===== src/crfs_map.svh =====
// Purpose: register offsets, field positions and thresholds of the receive flag block
// Assumes: classic wishbone, 32-bit data, byte addresses
// Notes:   definitions only
`ifndef CRFS_MAP_SVH
`define CRFS_MAP_SVH
`define CRFS_FLAG_OFS      8'h04
`define CRFS_MASK_OFS      8'h05
`define CRFS_CTRL_OFS      8'h08
`define CRFS_STAT_OFS      8'h0C
`define CRFS_FLAG_ADDR     8'h10
`define CRFS_MASK_ADDR     8'h14
`define CRFS_CTRL_ADDR     8'h20
`define CRFS_STAT_ADDR     8'h30
`define CRFS_BIT_WAKE      7
`define CRFS_BIT_CSC       6
`define CRFS_RX_HI         5
`define CRFS_RX_LO         4
`define CRFS_TX_HI         3
`define CRFS_TX_LO         2
`define CRFS_BIT_OVR       1
`define CRFS_BIT_RXF       0
`define CRFS_CTL_INIT_REQUEST    0
`define CRFS_CTL_WAKEEN    1
`define CRFS_CTL_SLEEP     2
`define CRFS_FLAG_RST      8'h00
`define CRFS_MASK_RST      8'h00
`define CRFS_CTRL_RST      8'h00
`define CRFS_WARN_LIM      9'h060
`define CRFS_PASS_LIM      9'h07F
`define CRFS_BOFF_LIM      9'h0FF
`define CRFS_ST_OK         2'h0
`define CRFS_ST_WARN       2'h1
`define CRFS_ST_PASS       2'h2
`define CRFS_ST_BOFF       2'h3
`endif


===== src/crfs_pkg.sv =====
// Purpose: shared types of the receive flag block
// Assumes: map header holds all register numbers; mode codes are set here
// Notes:   types only
package crfs_pkg;
  typedef struct packed {
    logic [8:0] tx_count;
    logic [8:0] rx_count;
    logic       overrun;
    logic       msg_ok;
    logic       bus_activity;
  } crfs_engine_t;
  typedef struct packed {
    logic [1:0] rx_code;
    logic [1:0] tx_code;
  } crfs_codes_t;
  typedef enum logic [1:0] {
    CRFS_RUN  = 2'h1,
    CRFS_INIT = 2'h2
  } crfs_mode_t;
endpackage : crfs_pkg


===== src/crfs_state_enc.sv =====
// Purpose: encode receiver and transmitter state codes from error counts
// Assumes: counts are 9 bits wide, sampled on clk
// Notes:   purely combinational
`timescale 1ns/1ps
`default_nettype none
`include "crfs_map.svh"
module crfs_state_enc (
  input  wire logic [8:0]          tx_count,
  input  wire logic [8:0]          rx_count,
  output var crfs_pkg::crfs_codes_t codes
);
  // shared threshold decode
  function automatic logic [1:0] lvl(input logic [8:0] c);
    if (c <= `CRFS_WARN_LIM) lvl = `CRFS_ST_OK;
    else if (c <= `CRFS_PASS_LIM) lvl = `CRFS_ST_WARN;
    else if (c <= `CRFS_BOFF_LIM) lvl = `CRFS_ST_PASS;
    else lvl = `CRFS_ST_BOFF;
  endfunction : lvl
  always_comb begin
    codes.tx_code = lvl(tx_count);
    // bus-off forces receiver bus-off; the skip back to normal on leaving is done by the caller
    if (codes.tx_code == `CRFS_ST_BOFF) begin
      codes.rx_code = `CRFS_ST_BOFF;
    end else if (lvl(rx_count) == `CRFS_ST_BOFF) begin
      codes.rx_code = `CRFS_ST_PASS;
    end else begin
      codes.rx_code = lvl(rx_count);
    end
  end
endmodule : crfs_state_enc
`default_nettype wire


===== src/crfs_sync.sv =====
// Purpose: two-flop synchroniser for a level from outside the clock
// Assumes: single clock
// Notes:   first flop read only by second
`timescale 1ns/1ps
`default_nettype none
module crfs_sync (
  input  wire logic clk,
  input  wire logic rst_n,
  input  wire logic din,
  output logic      dout
);
  logic meta_q;
  always_ff @(posedge clk or negedge rst_n) begin
    if (!rst_n) begin
      meta_q <= 1'h0;
      dout   <= 1'h0;
    end else begin
      meta_q <= din;
      dout   <= meta_q;
    end
  end
endmodule : crfs_sync
`default_nettype wire


===== src/crfs_flags.sv =====
// Purpose: receive flag register, state codes, mask and interrupt of a can controller
// Assumes: classic wishbone slave, 250 MHz clk, engine inputs on clk
// Notes:   one registered ack per access; unmapped reads return zero
// Behaviour
// - write one clears flag, set wins
// - init mode holds flags in reset
// - state codes survive init mode
// - zero writes ignored, codes read-only
// - bus activity in sleep sets wake
// - state code change sets status flag
// - codes frozen while status flag pending
// - receiver code from receive count
// - transmitter code from transmit count
// - bus-off forces receiver bus-off
// - overrun strobe sets overrun flag
// - good message sets pending flag
// - no shift while pending flag set
// - irq only when flag enabled
// - ack only after init entered
//
// The Wishbone interface to the registers was left to the implementer.
`timescale 1ns/1ps
`default_nettype none
`include "crfs_map.svh"
module crfs_flags #(
  parameter int DAT_W = 32
) (
  input  wire logic        clk,
  input  wire logic        rst_n,
  input  wire logic        wb_cyc_i,
  input  wire logic        wb_stb_i,
  input  wire logic        wb_we_i,
  input  wire logic [7:0]  wb_adr_i,
  input  wire logic [DAT_W/8-1:0] wb_sel_i,
  input  wire logic [DAT_W-1:0]   wb_dat_i,
  output logic [DAT_W-1:0]        wb_dat_o,
  output logic             wb_ack_o,
  input  wire logic [8:0]  tx_error_count,
  input  wire logic [8:0]  rx_error_count,
  input  wire logic        overrun_strobe,
  input  wire logic        msg_ok_strobe,
  input  wire logic        rx_fifo_avail,
  input  wire logic        can_rx_pin,
  output logic             shift_front_rx_buffer,
  output logic             init_ack,
  output logic             irq
);
  typedef struct packed {
    logic [7:0]           flags;
    crfs_pkg::crfs_codes_t codes;
    logic [7:0]           mask;
    logic [7:0]           ctrl;
    crfs_pkg::crfs_mode_t mode;
    logic                 rx_prev;
    logic                 shift;
    logic                 irq;
    logic                 ack;
    logic [DAT_W-1:0]     rdat;
  } crfs_state_t;

  // the read path puts one byte in the low lane and zero-fills the rest
  if (DAT_W < 16 || (DAT_W % 8) != 0) begin : g_bad_width
    $error("data width must be a multiple of 8 and at least 16");
  end

  crfs_state_t s_q, s_d;
  crfs_pkg::crfs_engine_t eng;
  crfs_pkg::crfs_codes_t  live;
  logic                   rx_sync;

  // pin activity comes from another domain
  crfs_sync u_sync (
    .clk   (clk),
    .rst_n (rst_n),
    .din   (can_rx_pin),
    .dout  (rx_sync)
  );

  crfs_state_enc u_enc (
    .tx_count (eng.tx_count),
    .rx_count (eng.rx_count),
    .codes    (live)
  );

  always_comb begin
    eng.tx_count     = tx_error_count;
    eng.rx_count     = rx_error_count;
    eng.overrun      = overrun_strobe;
    eng.msg_ok       = msg_ok_strobe;
    eng.bus_activity = s_q.rx_prev && !rx_sync;
  end

  logic in_init;
  logic wr, rd;
  logic [7:0] wdat;
  logic [7:0] clr;
  logic [7:0] set;
  logic       code_chg;
  logic [7:0] flag_nx;
  logic [7:0] rbyte;
  crfs_pkg::crfs_codes_t cap;

  // register image: stored flags with the held state codes spliced into 5:2
  function automatic logic [7:0] flag_view(input logic [7:0] f,
                                           input crfs_pkg::crfs_codes_t c);
    flag_view = {f[`CRFS_BIT_WAKE], f[`CRFS_BIT_CSC], c.rx_code, c.tx_code,
                 f[`CRFS_BIT_OVR], f[`CRFS_BIT_RXF]};
  endfunction : flag_view

  function automatic logic flag_hit(input logic [7:0] a);
    flag_hit = (a == `CRFS_FLAG_ADDR);
  endfunction : flag_hit

  // one next-value slice per flag bit; the code bits are overwritten later
  for (genvar gi = 0; gi < $bits(flag_nx); gi++) begin : g_flag
    assign flag_nx[gi] = set[gi] | (s_q.flags[gi] & ~clr[gi]);
  end

  always_comb begin
    s_d      = s_q;
    wr       = wb_cyc_i && wb_stb_i && wb_we_i && !s_q.ack;
    rd       = wb_cyc_i && wb_stb_i && !wb_we_i && !s_q.ack;
    wdat     = wb_sel_i[0] ? wb_dat_i[7:0] : 8'h00;
    in_init  = s_q.ctrl[`CRFS_CTL_INIT_REQUEST] && (s_q.mode == crfs_pkg::CRFS_INIT);
    clr      = 8'h00;
    set      = 8'h00;
    rbyte    = 8'h00;
    cap      = live;
    if (s_q.codes.tx_code == `CRFS_ST_BOFF && live.tx_code != `CRFS_ST_BOFF) begin
      // leaving bus-off skips the receiver straight back to normal
      cap.rx_code = `CRFS_ST_OK;
    end
    code_chg = (cap != s_q.codes);
    s_d.rx_prev = rx_sync;

    // ack follows request, then drops for one cycle
    s_d.ack = wb_cyc_i && wb_stb_i && !s_q.ack;

    // init handshake: ack only when mode really entered
    if (s_q.ctrl[`CRFS_CTL_INIT_REQUEST]) begin
      s_d.mode = crfs_pkg::CRFS_INIT;
    end else begin
      s_d.mode = crfs_pkg::CRFS_RUN;
    end

    if (wr && flag_hit(wb_adr_i) && !in_init) begin
      // zero bits leave flags alone; codes are read-only
      clr = wdat;
      clr[`CRFS_RX_HI:`CRFS_TX_LO] = 4'h0;
    end
    if (wr && wb_adr_i == `CRFS_MASK_ADDR && !in_init) begin
      s_d.mask = wdat;
    end
    if (wr && wb_adr_i == `CRFS_CTRL_ADDR) begin
      s_d.ctrl = wdat;
    end

    set[`CRFS_BIT_WAKE] = eng.bus_activity && s_q.ctrl[`CRFS_CTL_SLEEP]
                          && s_q.ctrl[`CRFS_CTL_WAKEEN];
    set[`CRFS_BIT_CSC]  = code_chg && !s_q.flags[`CRFS_BIT_CSC];
    set[`CRFS_BIT_OVR]  = eng.overrun;
    set[`CRFS_BIT_RXF]  = eng.msg_ok;

    // clear applies first so a same-cycle event is kept
    s_d.flags = flag_nx;
    s_d.flags[`CRFS_RX_HI:`CRFS_TX_LO] = 4'h0;

    // codes update only while no status change is pending
    if (!s_q.flags[`CRFS_BIT_CSC]) begin
      s_d.codes = cap;
    end

    if (in_init) begin
      s_d.flags = `CRFS_FLAG_RST;
      s_d.mask  = `CRFS_MASK_RST;
    end

    // one-cycle shift request only while buffer released
    s_d.shift = rx_fifo_avail && !s_q.flags[`CRFS_BIT_RXF] && !s_q.shift
                && !in_init;

    s_d.irq = |(s_q.flags & s_q.mask);

    if (rd) begin
      case (wb_adr_i)
        `CRFS_FLAG_ADDR: rbyte = flag_view(s_q.flags, s_q.codes);
        `CRFS_MASK_ADDR: rbyte = s_q.mask;
        `CRFS_CTRL_ADDR: rbyte = s_q.ctrl;
        `CRFS_STAT_ADDR: rbyte = {7'h00, in_init};
        default:         rbyte = 8'h00;
      endcase
    end
    s_d.rdat = {{(DAT_W - 8){1'b0}}, rbyte};
  end

  always_ff @(posedge clk or negedge rst_n) begin
    if (!rst_n) begin
      s_q <= '{flags: `CRFS_FLAG_RST, codes: '{`CRFS_ST_OK, `CRFS_ST_OK},
               mask: `CRFS_MASK_RST, ctrl: `CRFS_CTRL_RST, mode: crfs_pkg::CRFS_RUN,
               rx_prev: 1'h0, shift: 1'h0, irq: 1'h0, ack: 1'h0, rdat: '0};
    end else begin
      s_q <= s_d;
    end
  end

  always_comb begin
    wb_dat_o              = s_q.rdat;
    wb_ack_o              = s_q.ack;
    shift_front_rx_buffer = s_q.shift;
    init_ack              = (s_q.mode == crfs_pkg::CRFS_INIT);
    irq                   = s_q.irq;
  end
endmodule : crfs_flags
`default_nettype wire


===== config.mk =====
export PLATFORM = sky130hd
export DESIGN_NAME = crfs_flags
export DESIGN_NICKNAME = d
export VERILOG_FILES = /design/src/crfs_pkg.sv /design/src/crfs_state_enc.sv /design/src/crfs_sync.sv /design/src/crfs_flags.sv
export VERILOG_INCLUDE_DIRS = /design/src /design/src/src
export SDC_FILE = /design/constraint.sdc
export NUM_CORES = 1
export LEC_CHECK = 0
export BUFFER_PORTS_ARGS = -buffer_cell sky130_fd_sc_hd__buf_2
export CORE_ASPECT_RATIO = 0.5
export CORE_MARGIN = 1.5
export CORE_UTILIZATION = 49
export CTS_CLUSTER_SIZE = 24
export DETAILED_ROUTE_END_ITERATION = 10
export PLACE_DENSITY_LB_ADDON = 0.05
export SETUP_SLACK_MARGIN = 0.02
export SYNTH_ARGS = -nofsm -noshare
export SYNTH_HDL_FRONTEND = slang
export SYNTH_SLANG_ARGS = --single-unit
export TNS_END_PERCENT = 20

===== constraint.sdc =====
create_clock -name clk -period 2.6 [get_ports clk]
set_clock_uncertainty 0.05 [all_clocks]
set_input_delay 0.52 -clock clk [delete_from_list [all_inputs] [get_ports clk]]
set_output_delay 0.52 -clock clk [all_outputs]
set_load 0.01 [all_outputs]

==> flow_summary.yaml <==
outcome:
  run_status: "finished clean"
placed_design:
  post_dp_cell_area_um2: 2280
  dp_hpwl_mm: 3.21
  io_buffers: 55
  gp_congestion: 0.843
  place_inst: 309
  dp_slack_ps: 572
final_layout:
  fin_area_um2: 2390
  n_antenna_cell: 0
  syn_to_final_growth_pct: 13.2
  final_common_cell: "buf_2"
  post_route_cells_drive_above_1_share: 0.316
  mostFrequentLayoutCells: "buf_2, dfrtp_1, nand2_1"
  fin_cells: 317
  nets: 333
  multi_input_area_um2: 900
  seq_area_um2: 1000
  fillers: 364
sta:
  max_freq_ghz: 0.585
  hold_violations: 0
  rsz0062_at_grt: "false"
  maxSlewViolCount: 0
  setup_ws_ps: 892
  slew_headroom: 0.422
  fin_hold_ws_ps: 274
  fin_crit_sh: 0.657
  finalCriticalPeriod_ps: 1710
  finalSetupTns_ps: 0
  max_slew.worst_pin.slew_ps: 867
  finalSetupViolations: 0
worst_setup_path:
  crit_required_ps: 2780
  critPathKind: "in -> reg"
  timing.critical_path.fanout_max: 8
  arrival_ps: 1890
  endpoint_kind: "flop"
  crit_path_start_kind: "input port"
detailed_routing:
  postRouteAntennaNets: 0
  via_per_inst: 5.04
  totalWireLength_mm: 4.24
  drcViolationCount: 0
  avgRoutedWirePerCell_um: 13.4
  drt_iter0_markers: 85
  vias: 1598
  drt_pass1_iterations: 4
pwr:
  p_leak_nw: 1.17
  peakVddDrop_v: 0.000358
  pwr_density_cell_nw_per_um2: 530
yosys:
  synthAdderAreaFrac: 0
  synth.distinct_cells: 42
  ys_ff_latch: 40
  yosys.area_share.simple: 0.200
  synth_top_family_by_area: "simple AND/OR/NAND/NOR gates"
  postSynthAreaPerCell_um2: 9.90
  synthDominantCellAreaShare: 0.463
  muxShareOfSynthArea: 0.00475
  yosys.area.top_type: "dfrtp_1"
  syn_area_um2: 2110
  synth_area_leaders: "dfrtp_1, buf_4, nand2_1"
  synth-compound-area-share: 0.167
  synthXorXnorAreaFrac: 0.0125
  yosysSeqAreaShare: 0.475
  ys_warn_count: 0
  netlist_instances: 213
floorplan:
  initial_utilization: 0.527
  die_w_um: 95.8
  core_um2: 4000
  io_pins: 107
  die_h_um: 49.4
  die_area_um2: 4730
  row_count: 16
clocking:
  clk_path_buf_depth: 2
  clkTransAtPathRegs_ps: 70
  cts_hold_buffers: 0
  cts-root-buf: "clkbuf_8"
  cts_tree: "yes"
  clk_latency_ps: 300
  cts-resized-gates: 0
  cts_buffers: 5
  htreeDepth: 2
  cts.sinks: 40
  postCtsSetupBuffers: 0
hold_path:
  hp-class: "in -> reg"
global_route:
  grt-ovfl-total: 0
  grtUsageTotal: 0.203
  grt_pass1_wl_mm: 6.98
  grt_max_degree: 41
  grt_pass1_vias: 1505
  grt_antenna_before_repair: 0
job:
  max-cap-violations: 0
-- metal layers --
| layer | part of all wire | routed length (um) | up-vias | GRT usage |
|---|---|---|---|---|
| met5 | 0 | 0 | - | 0 |
| met1 | 0.48 | 2050 | 749 | 0.281 |
| met4 | 0.013 | 53 | 0 | 0.0784 |
| met3 | 0.069 | 294 | 7 | 0.0514 |
| li1 | - | - | 782 | - |
| met2 | 0.43 | 1830 | 60 | 0.305 |
-- worst max-delay path: stages --
cell and delay (ps):
buf_2 110, nor4_4 300, nand2b_2 120, or4_4 650, o21ai_2 170
-- stage by stage --
| stage | power [mW] | util |
|---|---|---|
| after floorplan | 0.737 | - |
| after global placement | 0.773 | 0.569 |
| after detailed placement | 0.775 | 0.569 |
| after CTS | 1.28 | 0.596 |
| after global routing | 1.33 | 0.596 |
| final | 1.27 | 0.596 |
-- cell usage after synthesis --
cell type  instances
a21oi_1            9
a41o_1             1
a22o_1             6
nand4_4            1
nor2_1            19
dfrtp_1           39
nor4bb_1           1
or3_2              1
dfstp_2            1
or4_1              1
and3b_1            1
or2_2              1
conb_1             1
inv_1              3
nand4b_1           1
buf_4             32
nand2b_1           1
and4b_1            2
nor4_1             1
and2_1             1
clkbuf_1           5
and4_4             1
buf_6              2
nand2b_2           1
nor3_1             2
or4_4              1
nor4_4             1
a32o_1             1
o21ai_1            4
a22oi_1           10
xnor2_1            3
nor2b_1            5
nand3b_1           1
o31a_2             1
nand2_1           30
mux2i_1            1
a31oi_1            1
o21ai_2            8
o211ai_1           1
nor3b_4            1
nor4b_1            1
o21ai_0            9
-- registers in the layout, indices dropped and copies added (netlist names) --
register,count
wb_ack_o,1
s_q,27
wb_dat_o,8
shift_front_rx_buffer,1
u_sync.meta_q,1
u_sync.dout,1
irq,1
-- area by class of cell --
type / instances / area share
sequential: 40 / 0.420
multi-input combinational: 154 / 0.377
timing repair buffer: 58 / 0.125
clock buffer: 6 / 0.0304
tap: 54 / 0.0283
clock inverter: 2 / 0.0147
inverter: 3 / 0.00472
-- power breakdown --
part | total (mW) | switching, mW | internal [mW]
sequential | 0.639 | 0.00741 | 0.632
clock | 0.503 | 0.218 | 0.285
combinational | 0.123 | 0.0744 | 0.0489
total | 1.27 | 0.300 | 0.965
-- kinds of logic after synthesis --
family	after synthesis
and+or+nand+nor	75
muxes	1
xor gates and xnor gates	3
buffers and inverters	42
DFF	40
other	1
AOI/OAI and AO/OA	51
-- final timing paths --
check	startpoint	end	slack, ps	depth (start not counted)
min in group asynchronous	rst_n	s_q[59]$_DFF_PN0_	280	1
max in group asynchronous	rst_n	s_q[49]$_DFFE_PN0P_	1680	1
min	can_rx_pin	u_sync.meta_q$_DFF_PN0_	270	1
max reg2reg	s_q[36]$_DFF_PN1_	s_q[51]$_DFFE_PN0P_	920	4
max	wb_adr_i[1]	s_q[51]$_DFFE_PN0P_	890	5
min reg2reg	u_sync.meta_q$_DFF_PN0_	u_sync.dout$_DFF_PN0_	300	0
No activity file was read; power rests on OpenSTA's default activity.
